**src/logic/reset_and_clock_select_defines.vh**
```
// Constants for the reset sequencer and system clock selector
// Summary of operation
// - Reset pin acts only when option enables it
// - Reset pin low holds reset, high runs
// - Pin honoured at power-up and while running
// - Stay in reset until the pin reads high
// - Init registers, then wait oscillator warm-up
// - After warm-up start execution at address zero
// - High or slow clock feeds instruction divider
// - Slow clock comes from internal slow RC
// - Normal mode divides high clock by 1 to 16
// - Slow mode fixes instruction clock at quarter
// - Internal fast RC limits divider to 4..16
// - Noise filter forbids rates above divide-by-4
// - Filter cleans external oscillator, RC and crystal
// - Options: fast RC, crystals 4M/12M/32k, external RC
// - RTC option: system on fast RC, RTC on crystal
// - Control bit 2: 0 high clock, 1 slow clock
`ifndef RESET_AND_CLOCK_SELECT_DEFINES_VH
`define RESET_AND_CLOCK_SELECT_DEFINES_VH

// ----------------------------------------------------------------
// Register byte offsets
// ----------------------------------------------------------------
`define OPT_REG_ADDR        8'h00
`define CTRL_REG_ADDR       8'h04
`define STAT_REG_ADDR       8'h08

// ----------------------------------------------------------------
// Option register fields and reset value
// ----------------------------------------------------------------
`define OPT_PIN_EN_BIT      0
`define OPT_FILT_EN_BIT     1
`define OPT_HIGH_CLOCK_OPTION_SEL_LSB        2
`define OPT_HIGH_CLOCK_OPTION_SEL_MSB        4
`define OPT_DIV_LSB         5
`define OPT_DIV_MSB         7
`define OPT_RESET_VAL       8'h41

// ----------------------------------------------------------------
// Control register fields and reset value
// ----------------------------------------------------------------
`define CTRL_SLOW_BIT       2
`define CTRL_RESET_VAL      8'h00

// ----------------------------------------------------------------
// High clock option codes
// ----------------------------------------------------------------
`define HIGH_CLOCK_OPTION_SEL_FAST_RC_ONLY   3'h0
`define HIGH_CLOCK_OPTION_SEL_FAST_RC_RTC    3'h1
`define HIGH_CLOCK_OPTION_SEL_EXT_RC         3'h2
`define HIGH_CLOCK_OPTION_SEL_XTAL_32K       3'h3
`define HIGH_CLOCK_OPTION_SEL_XTAL_12M       3'h4
`define HIGH_CLOCK_OPTION_SEL_XTAL_4M        3'h5

// ----------------------------------------------------------------
// Divider select codes (power of two) and timing counts
// ----------------------------------------------------------------
`define DIV_SEL_4           3'h2
`define DIV_SEL_16          3'h4
`define SLOW_DIV_LAST       4'h3
`define START_ADDR          16'h0000
`define WARM_EDGES          2048
`define FILT_TAPS           4

`endif

```
**src/logic/reset_and_clock_select.v**
```verilog
// Reset sequencer and system clock selector with Wishbone registers
`timescale 1ns/10ps
`include "reset_and_clock_select_defines.vh"

module reset_and_clock_select #(
  parameter WARM_CYCLES = `WARM_EDGES,
  parameter FILT_LEN    = `FILT_TAPS
) (
  input  wire        ref_clk_i,
  input  wire        nrst_i,
  // Wishbone classic slave
  input  wire        wb_cyc_i,
  input  wire        wb_stb_i,
  input  wire        wb_we_i,
  input  wire [7:0]  wb_adr_i,
  input  wire [3:0]  wb_sel_i,
  input  wire [31:0] wb_dat_i,
  output reg  [31:0] wb_dat_o,
  output reg         wb_ack_o,
  // External reset pin and oscillator levels
  input  wire        ext_reset_n_i,
  input  wire        internal_fast_rc_i,
  input  wire        internal_slow_rc_i,
  input  wire        ext_osc_i,
  // Towards the core
  output wire        core_rst_n_o,
  output reg         init_regs_o,
  output reg         exec_start_o,
  output reg  [15:0] start_addr_o,
  output reg         fcpu_tick_o,
  output reg         rtc_tick_o
);

  // ----------------------------------------------------------------
  // Local reset release
  // ----------------------------------------------------------------
  // Async assert, sync release, so no flop leaves reset on a runt
  reg rst_meta_r;
  reg rst_sync_r;
  wire rst_n = rst_sync_r;

  always @(posedge ref_clk_i or negedge nrst_i) begin
    if (!nrst_i) begin
      rst_meta_r <= 1'b0;
      rst_sync_r <= 1'b0;
    end else begin
      rst_meta_r <= 1'b1;
      rst_sync_r <= rst_meta_r;
    end
  end

  // ----------------------------------------------------------------
  // Sequencer states
  // ----------------------------------------------------------------
  // Binary codes double as the status state field
  localparam [1:0] ST_HOLD = 2'd0;
  localparam [1:0] ST_INIT = 2'd1;
  localparam [1:0] ST_WARM = 2'd2;
  localparam [1:0] ST_RUN  = 2'd3;

  // ----------------------------------------------------------------
  // Software visible registers
  // ----------------------------------------------------------------
  reg  [7:0] opt_r;
  reg  [7:0] ctrl_r;
  wire       pin_en      = opt_r[`OPT_PIN_EN_BIT];
  wire       filt_en     = opt_r[`OPT_FILT_EN_BIT];
  wire [2:0] high_clock_option_sel_sel    = opt_r[`OPT_HIGH_CLOCK_OPTION_SEL_MSB:`OPT_HIGH_CLOCK_OPTION_SEL_LSB];
  wire [2:0] div_sel     = opt_r[`OPT_DIV_MSB:`OPT_DIV_LSB];
  wire       slow_clock_select = ctrl_r[`CTRL_SLOW_BIT];

  // ----------------------------------------------------------------
  // High clock option decode, shared by clamp and source mux
  // ----------------------------------------------------------------
  function is_fast_rc;
    input [2:0] high_clock_option_sel;
    begin
      is_fast_rc = (high_clock_option_sel == `HIGH_CLOCK_OPTION_SEL_FAST_RC_ONLY) ||
                   (high_clock_option_sel == `HIGH_CLOCK_OPTION_SEL_FAST_RC_RTC);
    end
  endfunction

  // ----------------------------------------------------------------
  // Divider clamp, used for both the live divider and status
  // ----------------------------------------------------------------
  function [2:0] eff_div;
    input [2:0] sel;
    input [2:0] high_clock_option_sel;
    input       filt;
    reg   [2:0] d;
    begin
      d = sel;
      if (d > `DIV_SEL_16) begin
        d = `DIV_SEL_16;
      end
      if (is_fast_rc(high_clock_option_sel)) begin
        if (d < `DIV_SEL_4) begin
          d = `DIV_SEL_4;
        end
      end
      if (filt && d < `DIV_SEL_4) begin
        d = `DIV_SEL_4;
      end
      eff_div = d;
    end
  endfunction

  wire [2:0] div_eff = eff_div(div_sel, high_clock_option_sel_sel, filt_en);

  // ----------------------------------------------------------------
  // Reset pin synchroniser
  // ----------------------------------------------------------------
  // Flops reset low, so the pin counts as asserted until two real
  // samples have been taken.
  reg pin_meta_r;
  reg pin_sync_r;

  always @(posedge ref_clk_i or negedge rst_n) begin
    if (!rst_n) begin
      pin_meta_r <= 1'b0;
      pin_sync_r <= 1'b0;
    end else begin
      pin_meta_r <= ext_reset_n_i;
      pin_sync_r <= pin_meta_r;
    end
  end

  // Pin low counts as reset only while the option enables it
  wire pin_hold = pin_en & ~pin_sync_r;

  // ----------------------------------------------------------------
  // Noise filter on the external oscillator
  // ----------------------------------------------------------------
  // A level is accepted only once every tap agrees, so glitches
  // shorter than the tap window never reach the divider.
  reg [FILT_LEN-1:0] filt_sh_r;
  reg                filt_lvl_r;

  always @(posedge ref_clk_i or negedge rst_n) begin
    if (!rst_n) begin
      filt_sh_r  <= {FILT_LEN{1'b0}};
      filt_lvl_r <= 1'b0;
    end else begin
      filt_sh_r <= {filt_sh_r[FILT_LEN-2:0], ext_osc_i};
      if (&filt_sh_r) begin
        filt_lvl_r <= 1'b1;
      end else if (~|filt_sh_r) begin
        filt_lvl_r <= 1'b0;
      end
    end
  end

  // ----------------------------------------------------------------
  // High clock source selection and edge detection
  // ----------------------------------------------------------------
  // Codes 6 and 7 are unassigned and behave as an external source
  wire high_clock_option_sel_is_int = is_fast_rc(high_clock_option_sel_sel);
  wire ext_lvl     = filt_en ? filt_lvl_r : ext_osc_i;
  wire high_clock_option_sel_lvl    = high_clock_option_sel_is_int ? internal_fast_rc_i : ext_lvl;

  // Index 0 high source, 1 slow RC, 2 raw crystal
  wire [2:0] src_lvl = {ext_osc_i, internal_slow_rc_i, high_clock_option_sel_lvl};
  wire [2:0] src_rise;
  genvar     gi;

  generate
    for (gi = 0; gi < 3; gi = gi + 1) begin : g_edge
      reg prev_r;
      always @(posedge ref_clk_i or negedge rst_n) begin
        if (!rst_n) begin
          prev_r <= 1'b0;
        end else begin
          prev_r <= src_lvl[gi];
        end
      end
      assign src_rise[gi] = src_lvl[gi] & ~prev_r;
    end
  endgenerate

  wire high_clock_option_sel_edge = src_rise[0];
  wire slow_edge = src_rise[1];
  wire xtal_edge = src_rise[2];

  // ----------------------------------------------------------------
  // Reset sequencer
  // ----------------------------------------------------------------
  reg [1:0]  state_r;
  reg [1:0]  state_nxt;
  reg [15:0] warm_cnt_r;
  // 16-bit count: WARM_CYCLES above 65536 is not supported
  wire [31:0] warm_last = WARM_CYCLES - 1;
  wire       warm_done = (warm_cnt_r == warm_last[15:0]);

  // A dead high oscillator never ends warm-up, so the core stays
  // in reset instead of running on a missing clock.
  always @* begin
    state_nxt = state_r;
    case (state_r)
      ST_HOLD: begin
        if (!pin_hold) begin
          state_nxt = ST_INIT;
        end
      end
      ST_INIT: begin
        state_nxt = ST_WARM;
      end
      ST_WARM: begin
        if (high_clock_option_sel_edge && warm_done) begin
          state_nxt = ST_RUN;
        end
      end
      default: begin
        state_nxt = ST_RUN;
      end
    endcase
    // Pin low forces the hold in every state, also while running
    if (pin_hold) begin
      state_nxt = ST_HOLD;
    end
  end

  always @(posedge ref_clk_i or negedge rst_n) begin
    if (!rst_n) begin
      state_r      <= ST_HOLD;
      warm_cnt_r   <= 16'h0000;
      init_regs_o  <= 1'b0;
      exec_start_o <= 1'b0;
      start_addr_o <= `START_ADDR;
    end else begin
      state_r      <= state_nxt;
      init_regs_o  <= (state_nxt == ST_INIT);
      exec_start_o <= (state_r == ST_WARM) && (state_nxt == ST_RUN);
      start_addr_o <= `START_ADDR;
      if (state_r != ST_WARM) begin
        warm_cnt_r <= 16'h0000;
      end else if (high_clock_option_sel_edge) begin
        warm_cnt_r <= warm_cnt_r + 16'h0001;
      end
    end
  end

  // Raw pin gates the core reset so assertion needs no clock edge;
  // release still waits for the synchronised sequence.
  assign core_rst_n_o = (state_r == ST_RUN) &
                        (~pin_en | ext_reset_n_i);

  // ----------------------------------------------------------------
  // Instruction clock divider
  // ----------------------------------------------------------------
  reg  [3:0] div_cnt_r;
  reg        mode_prev_r;
  wire [3:0] div_last = slow_clock_select ? `SLOW_DIV_LAST :
                        ((4'h1 << div_eff) - 4'h1);
  wire       src_edge = slow_clock_select ? slow_edge : high_clock_option_sel_edge;

  // Restart on a mode switch so the first slow tick is a full
  // quarter period rather than a runt.
  always @(posedge ref_clk_i or negedge rst_n) begin
    if (!rst_n) begin
      div_cnt_r   <= 4'h0;
      mode_prev_r <= 1'b0;
      fcpu_tick_o <= 1'b0;
    end else begin
      mode_prev_r <= slow_clock_select;
      fcpu_tick_o <= 1'b0;
      if (state_r != ST_RUN || mode_prev_r != slow_clock_select) begin
        div_cnt_r <= 4'h0; // restart cleanly on a mode change
      end else if (src_edge) begin
        if (div_cnt_r >= div_last) begin
          div_cnt_r   <= 4'h0;
          fcpu_tick_o <= 1'b1;
        end else begin
          div_cnt_r <= div_cnt_r + 4'h1;
        end
      end
    end
  end

  // ----------------------------------------------------------------
  // Real-time tick from the external crystal
  // ----------------------------------------------------------------
  // Raw crystal on purpose: the filter guards only the system clock
  // path and would delay the RTC edge.
  always @(posedge ref_clk_i or negedge rst_n) begin
    if (!rst_n) begin
      rtc_tick_o <= 1'b0;
    end else begin
      rtc_tick_o <= (high_clock_option_sel_sel == `HIGH_CLOCK_OPTION_SEL_FAST_RC_RTC) && xtal_edge;
    end
  end

  // ----------------------------------------------------------------
  // Wishbone slave
  // ----------------------------------------------------------------
  // Options sit in a register so a system can load its strap values
  // once at boot; the sequencer only watches them.
  wire        wb_req  = wb_cyc_i & wb_stb_i & ~wb_ack_o;
  wire        wb_wr   = wb_req & wb_we_i & wb_sel_i[0];
  // Status: [1:0] state, [4] slow, [5] core run, [10:8] divider
  wire [31:0] stat_val = {20'h00000, 1'b0, div_eff, 2'b00,
                          core_rst_n_o, slow_clock_select,
                          2'b00, state_r};
  reg  [31:0] rd_val;

  // Holes read as zero; status is read-only
  always @* begin
    rd_val = 32'h00000000;
    if (wb_adr_i == `OPT_REG_ADDR) begin
      rd_val = {24'h000000, opt_r};
    end else if (wb_adr_i == `CTRL_REG_ADDR) begin
      rd_val = {24'h000000, ctrl_r};
    end else if (wb_adr_i == `STAT_REG_ADDR) begin
      rd_val = stat_val;
    end
  end

  always @(posedge ref_clk_i or negedge rst_n) begin
    if (!rst_n) begin
      opt_r    <= `OPT_RESET_VAL;
      ctrl_r   <= `CTRL_RESET_VAL;
      wb_ack_o <= 1'b0;
      wb_dat_o <= 32'h00000000;
    end else begin
      wb_ack_o <= wb_req;
      wb_dat_o <= wb_req ? rd_val : 32'h00000000;
      if (wb_wr) begin
        if (wb_adr_i == `OPT_REG_ADDR) begin
          opt_r <= wb_dat_i[7:0];
        end else if (wb_adr_i == `CTRL_REG_ADDR) begin
          ctrl_r <= wb_dat_i[7:0] & 8'h04;
        end
      end
      // A pin reset returns the mode bit to the high clock as well
      if (state_nxt == ST_INIT) begin
        ctrl_r <= `CTRL_RESET_VAL;
      end
    end
  end

endmodule

```
**config.mk**
```make
export PLATFORM = sky130hd
export DESIGN_NAME = reset_and_clock_select
export DESIGN_NICKNAME = d
export VERILOG_FILES = /design/src/logic/reset_and_clock_select.v
export VERILOG_INCLUDE_DIRS = /design/src /design/src/logic
export SDC_FILE = /design/constraint.sdc
export NUM_CORES = 1
export LEC_CHECK = 0
export BUFFER_PORTS_ARGS = -buffer_cell sky130_fd_sc_hd__buf_4
export CAP_MARGIN = 20
export CORE_MARGIN = 3
export CORE_UTILIZATION = 40
export DETAILED_ROUTE_END_ITERATION = 8
export PLACE_DENSITY_LB_ADDON = 0.25
export SYNTH_ARGS = -nofsm -noshare
export SYNTH_HDL_FRONTEND = slang
export SYNTH_SLANG_ARGS = --single-unit
```
**constraint.sdc**
```tcl
create_clock -name ref_clk_i -period 1.85 [get_ports ref_clk_i]
set_input_delay 0.2775 -clock ref_clk_i [delete_from_list [all_inputs] [get_ports ref_clk_i]]
set_output_delay 0.2775 -clock ref_clk_i [all_outputs]
set_load 0.01 [all_outputs]
```
# Word level (Yosys, flattened, before mapping)
# Index checks and enable logic that the tools add are counted.
[classes]
n_eq_ne = 14
mux = 29
n_addsub = 3
div_mod_pow = 0
reduce_logical = 17
n_shift = 1
bitwise = 16
n_mul = 0
order_cmp = 4
[ops]
columns = ["op", "count"]
rows = [
  ["2-to-1 mux 32 bit", 3],
  ["2-to-1 mux 16 bit", 2],
  ["2-to-1 mux 8 bit", 4],
  ["adder 16 x 1 -> 16 bit, second input constant", 1],
  ["== test 16 x 11 -> 1 bit, second input constant", 1],
  ["2-to-1 mux 4 bit", 4],
  ["2-to-1 mux 3 bit", 4],
  ["2-to-1 mux 11 bit", 1],
  ["AND 1 bit", 9],
  ["== test 8 x 3 -> 1 bit, second input constant", 1],
  ["== test 8 x 4 -> 1 bit, second input constant", 1],
  ["zero test 8 bit", 1],
  ["2-to-1 mux 1 bit", 8],
  ["nonzero test 2 bit", 4],
  ["== test 2 bit, second input constant", 3],
  ["less-than comparator 3 x 2 -> 1 bit, second input constant", 2],
  ["inequality test 2 bit, second input constant", 3],
  ["inverter 1 bit", 6],
  ["one-hot mux 2 bit (3 select lines)", 1],
  ["adder 4 x 1 -> 4 bit, second input constant", 1],
  ["== test 2 x 1 -> 1 bit, second input constant", 2],
  [">= comparator 4 bit", 1],
  ["logical AND 1 bit", 4],
  ["2-to-1 mux 2 bit", 2],
  ["other kinds (14)", 15],
]
[word_totals]
latch_bits = 0
elab_cells = 105
inputBits = 53
regBits = 88
memories = 0
ram_bits = 0
rom_bits = 0
out_inout_bits = 54

# Logic depth before layout (Yosys ltp)
[depth]
depth_word = 15
ltp_mapped = 13
depth_no_buf = 12

# Worst setup path before layout
# OpenSTA, ideal clock, no wires.
[synth_timing]
path_type = "reg-to-reg"
from = "reg opt_r[1]"
to = "reg div_cnt_r[3]"
t_arrival_ps = 2675
setup_ps = 96
path_stages_with_launch = 11
period_less_slack_ps = 2771
required_ps = 1754
setup_slack_ps = -921
path_buffers = 1
cell_sequence = "dfrtp_1 or3_1 or3_1 or2_2 ha_1 nand2b_1 a2111oi_0 or3_1 clkbuf_1 a21oi_1 o31ai_1"
[synth_between]
elab_chain_len = 9
elab_cells_between_ends = 14
classes_between = "add/sub: 1; order compare: 1; shift: 1; mux: 8; bitwise: 1; reduce/logical: 2"
[synth_rtl]
columns = ["item", "line", "text"]
rows = [
  ["start: declaration", "reset_and_clock_select.v:64", "reg [7:0] opt_r;"],
  ["start signal: assignment", "reset_and_clock_select.v:319", "opt_r <= `OPT_RESET_VAL;"],
  ["start signal: assignment", "reset_and_clock_select.v:328", "opt_r <= wb_dat_i[7:0];"],
  ["logical AND 1 bit (no source line)", "-", ""],
  ["2-to-1 mux 3 bit", "reset_and_clock_select.v:101", "if (filt && d < `DIV_SEL_4) begin"],
  ["left shift 1 x 3 -> 4 bit", "reset_and_clock_select.v:253", "((4'h1 << div_eff) - 4'h1);"],
  ["subtractor 4 x 1 -> 4 bit", "reset_and_clock_select.v:253", ""],
  ["2-to-1 mux 4 bit", "reset_and_clock_select.v:252", "wire [3:0] div_last = slow_clock_select ? `SLOW_DIV_LAST :"],
  [">= comparator 4 bit", "reset_and_clock_select.v:269", "if (div_cnt_r >= div_last) begin"],
  ["2-to-1 mux 4 bit", "reset_and_clock_select.v:269", ""],
  ["2-to-1 mux 4 bit", "reset_and_clock_select.v:268", "end else if (src_edge) begin"],
  ["2-to-1 mux 4 bit", "reset_and_clock_select.v:266", "if (state_r != ST_RUN || mode_prev_r != slow_clock_select) begin"],
  ["end signal: assignment", "reset_and_clock_select.v:273", "div_cnt_r <= div_cnt_r + 4'h1;"],
  ["end: declaration", "reset_and_clock_select.v:250", "reg [3:0] div_cnt_r;"],
]
# Several ways; a longest one is shown, not always the timed one. The select of a mux whose other input is x is not followed.
# A chain may end at the register's enable or synchronous reset.

# Worst setup path in the final report
[layout_timing]
from = "reg opt_r[1]"
to = "reg div_cnt_r[0]"
# The elaborated chain is that of the path after synthesis.

==> impl_results.md <==
* Area Overhead vs Synth at 31.27%
* TritonRoute pass-1 iters at 4
* Register area at 0.001480 mm^2
* DIE WIDTH at 91.39 um
* Worst skew pair latency at 0.34 ns
* Vias per cell at 4.579
* Layout Nets at 410
* Tcrit/Tclk final at 144.2%
* Die Ht at 91.39 um
* Setup violations, final at 6
* Number of remaining DRC errors at 0
* Post-route setup slack at -0.8169 ns
* Slew @ Worst Pin at 0.5971 ns
* First-pass GRT wire length at 10.12 mm
* Unrepaired setup endpoints after global routing: yes
* Pin count of the biggest net entering global routing at 25
* Die area at 0.008352 mm^2
* Pins Over Slew Limit at 0
* Row cnt at 30
* Status: complete, but fails checks
* Core outline area at 0.006944 mm^2
* Met2 WL at 3.001 mm
* Layout cell share with drive strength beyond 1 at 35.77%
* Post-synthesis cell type count at 42
* Initial DRC Count at 67
* Total GRT Usage at 15.58%
* Post-route ant nets at 0
* Pleak at 0.001784 uW
* Crit path DAT at 2.88 ns
* Worst Skew at 0.01031 ns
* Synthesized instance count at 280
* Hold WC Path Type: in -> reg
* Multi-input logic area at 0.001459 mm^2
* Setup TNS at -4.052 ns
* Synth Area per Inst at 10.42 um^2
* Initial antenna violation count at 0
* CTS buffer count at 9
* Sequential area share after synthesis at 50.71%
* Routability Congestion at 0.8894
* VDD IR max at 0.0004725 V
* Area of the mapped netlist at 0.002917 mm^2
* Metal3 WL at 297 um
* Clock network fraction of design power at 37.6%
* Max Used Layer: met4
* Root Buffer: clkbuf_8
* PwrDens at 792.8 mW/mm^2
* Max-capacitance violation count at 0
* WL/cell at 13.41 um
* Vias post-DR at 2,065
* CTS tree: done
* Fill count at 608
* Final min period at 2.667 ns
* Hold Fails Final Rpt at 0
* Wl on met1 at 2.634 mm
* H-tree Lvls at 3
* Remaining Overflow, GRT at 0
* Sw power at 833.5 uW
* Vias in the first global route at 2,113
* Crit path capture type: flip-flop
* Io pins at 107
* Violated checks: negative setup slack
* Max_slew headroom at 60.19%
* Post-synth ARST share at 100.0%
* Crit start category: flip-flop
* Worst endpoint required time at 2.06 ns
* Crit path max fanout at 6
* Synth Flop Type: dfrtp_1
* Antenna diodes at 0
* Power, Total at 3035 uW
* Synth warn at 0
* Clock sink count at 59
* Starting Density at 42.00%
* Sw frac at 27.46%
* DP Wirelength at 4.220 mm
* Internal at 2202 uW
* Clk pin slew, worst setup/hold paths at 0.07 ns
* WS Path Type: reg -> reg
* Input/output buffers at 42
* Aggregate routed wire length at 6.048 mm
* Max Freq at 0.3750 GHz
* Yosys reg bits at 59
* Clock buffer depth at 2
* Combinational share of power at 16.0%
* EDFF count, synth at 0
* Seq pwr share at 46.4%
==> cell type report <==
| cell class | count | share of cell area [%] |
|---|---|---|
| Clock buffer | 11 | 3.693 |
| Tap cell | 96 | 3.137 |
| Sequential cell | 59 | 38.66 |
| Timing Repair Buffer | 69 | 14.54 |
| Inverter | 5 | 0.4902 |
| Clock inverter | 5 | 1.373 |
| Multi-Input combinational cell | 206 | 38.10 |
==> registers in the layout, indices dropped and copies added (netlist names) <==
signal         flops
ctrl_r             1
filt_sh_r          4
pin_sync_r         1
warm_cnt_r        16
fcpu_tick_o        1
mode_prev_r        1
wb_dat_o          11
rst_meta_r         1
exec_start_o       1
div_cnt_r          4
g_edge.prev_r      2
rst_n              1
state_r            2
wb_ack_o           1
pin_meta_r         1
opt_r              8
init_regs_o        1
rtc_tick_o         1
filt_lvl_r         1
==> worst max-delay path, stage by stage, from the launching register on <==
cell and delay (ns):
dfrtp_1 0.39, or3_4 0.38, or3_4 0.36, ha_4 0.18, xor2_2 0.16, nand2b_1 0.11
ha_4 0.28, nor3_2 0.03, or3_4 0.41, buf_6 0.14, nand3_2 0.06, a21oi_2 0.06
==> path summary, 6_finish.rpt <==
| kind | from | end | slack, ns | depth (start not counted) |
|---|---|---|---|---|
| worst max-delay path | opt_r[1] | div_cnt_r[0] | -0.82 | 11 |
| worst min-delay path | internal_slow_rc_i | g_edge[1].prev_r | 0.06 | 1 |
| worst max register to register | opt_r[1] | div_cnt_r[0] | -0.82 | 11 |
| worst min register to register | rst_n | wb_dat_o[5] | 0.21 | 0 |
| max in group asynchronous | rst_n | opt_r[6] | 0.98 | 1 |
| min in group asynchronous | rst_n | wb_dat_o[5] | 0.21 | 0 |
==> metrics by stage <==
step	utilization (%)	area, um^2	worst slack, ns	cells	hold WS [ns]
2_1_floorplan	-	3053	-0.8208	316	-0.01809
3_3_place_gp	48.27	3352	-0.8675	429	0.06070
3_5_place_dp	48.27	3352	-0.9545	429	0.06129
4_1_cts	53.24	3697	-0.8700	448	0.04130
5_1_grt	55.14	3829	-0.9185	451	0.03193
6_report	55.14	3829	-0.8169	451	0.05950
==> per-layer routing <==
metal,vias to the layer above,GRT usage [%]
li1,1019,-
met1,988,18.85
met2,44,25.14
met3,14,6.214
met4,0,5.402
met5,-,0
==> cell usage in the layout (no fill, tap or decap), types with 2 or more instances in the layout <==
cell type,n
xor2_1,6
nand2_1,13
a21oi_1,4
clkbuf_8,10
or3_1,2
buf_6,3
buf_12,2
nor3_1,9
a31oi_1,2
or2_4,2
nor2_1,33
xnor2_1,10
nand4_1,3
inv_1,5
nor4b_1,2
ha_1,3
dfstp_2,2
or3_4,4
nand4b_1,2
nor3_2,6
nand2b_1,3
dfrtp_1,56
o21ai_0,2
mux2i_1,7
ha_4,4
and2_1,3
buf_4,63
conb_1,38
mux2_2,8
nand3_1,9
nor4_1,2
a21oi_2,4
clkinv_2,3
and3_1,2
==> cells in the mapped netlist (all sizes together), types with 3 or more instances <==
cell type | number | area (um^2)
and2 | 3 | 18.77
dfrtp | 57 | 1426
or3 | 6 | 37.54
ha | 7 | 87.58
or2 | 3 | 18.77
xor2 | 7 | 61.31
nand4 | 3 | 18.77
buf | 38 | 289.0
nand2 | 13 | 48.80
nor3 | 16 | 91.34
inv | 5 | 18.77
nand3 | 11 | 55.05
mux2i | 8 | 80.08
mux2 | 8 | 90.09
xnor2 | 10 | 87.58
a21oi | 8 | 40.04
nand2b | 4 | 25.02
nor2 | 35 | 131.4
clkbuf | 8 | 30.03
==> kinds of logic (layout without fill, tap and decap cells) <==
| logic type | Yosys count | count (layout) | synth area share [%] |
|---|---|---|---|
| AND/OR/NAND/NOR | 106 | 106 | 18.32 |
| flip-flops | 59 | 59 | 50.71 |
| buffers and inverters | 51 | 90 | 11.58 |
| AO/OA/AOI/OAI | 22 | 22 | 5.191 |
| XOR/XNOR | 17 | 17 | 5.105 |
| multiplexers | 16 | 16 | 5.835 |
| adder cells (fa/ha/maj) | 7 | 7 | 3.003 |
| other | 2 | 38 | 0.2575 |
==> power groups by stage <==
stage | clock [uW] | combinational (uW) | sequential [uW]
floorplan | 0 | 316 | 1430
global placement | 0 | 419 | 1430
detailed placement | 0 | 425 | 1430
CTS | 1180 | 459 | 1410
global route | 1240 | 546 | 1420
finish | 1140 | 485 | 1410
==> repair_timing <==
action / in CTS / in global routing
pin swaps: 13 / 16
hold buffers: 1 / 0
hold endpoints to repair: 2 / 0
gates cloned: 0 / 0
setup buffers: 2 / 4
setup endpoints to repair: 10 / 17
gates resized for setup: 22 / 20
Power figures use the tool's default switching activity.
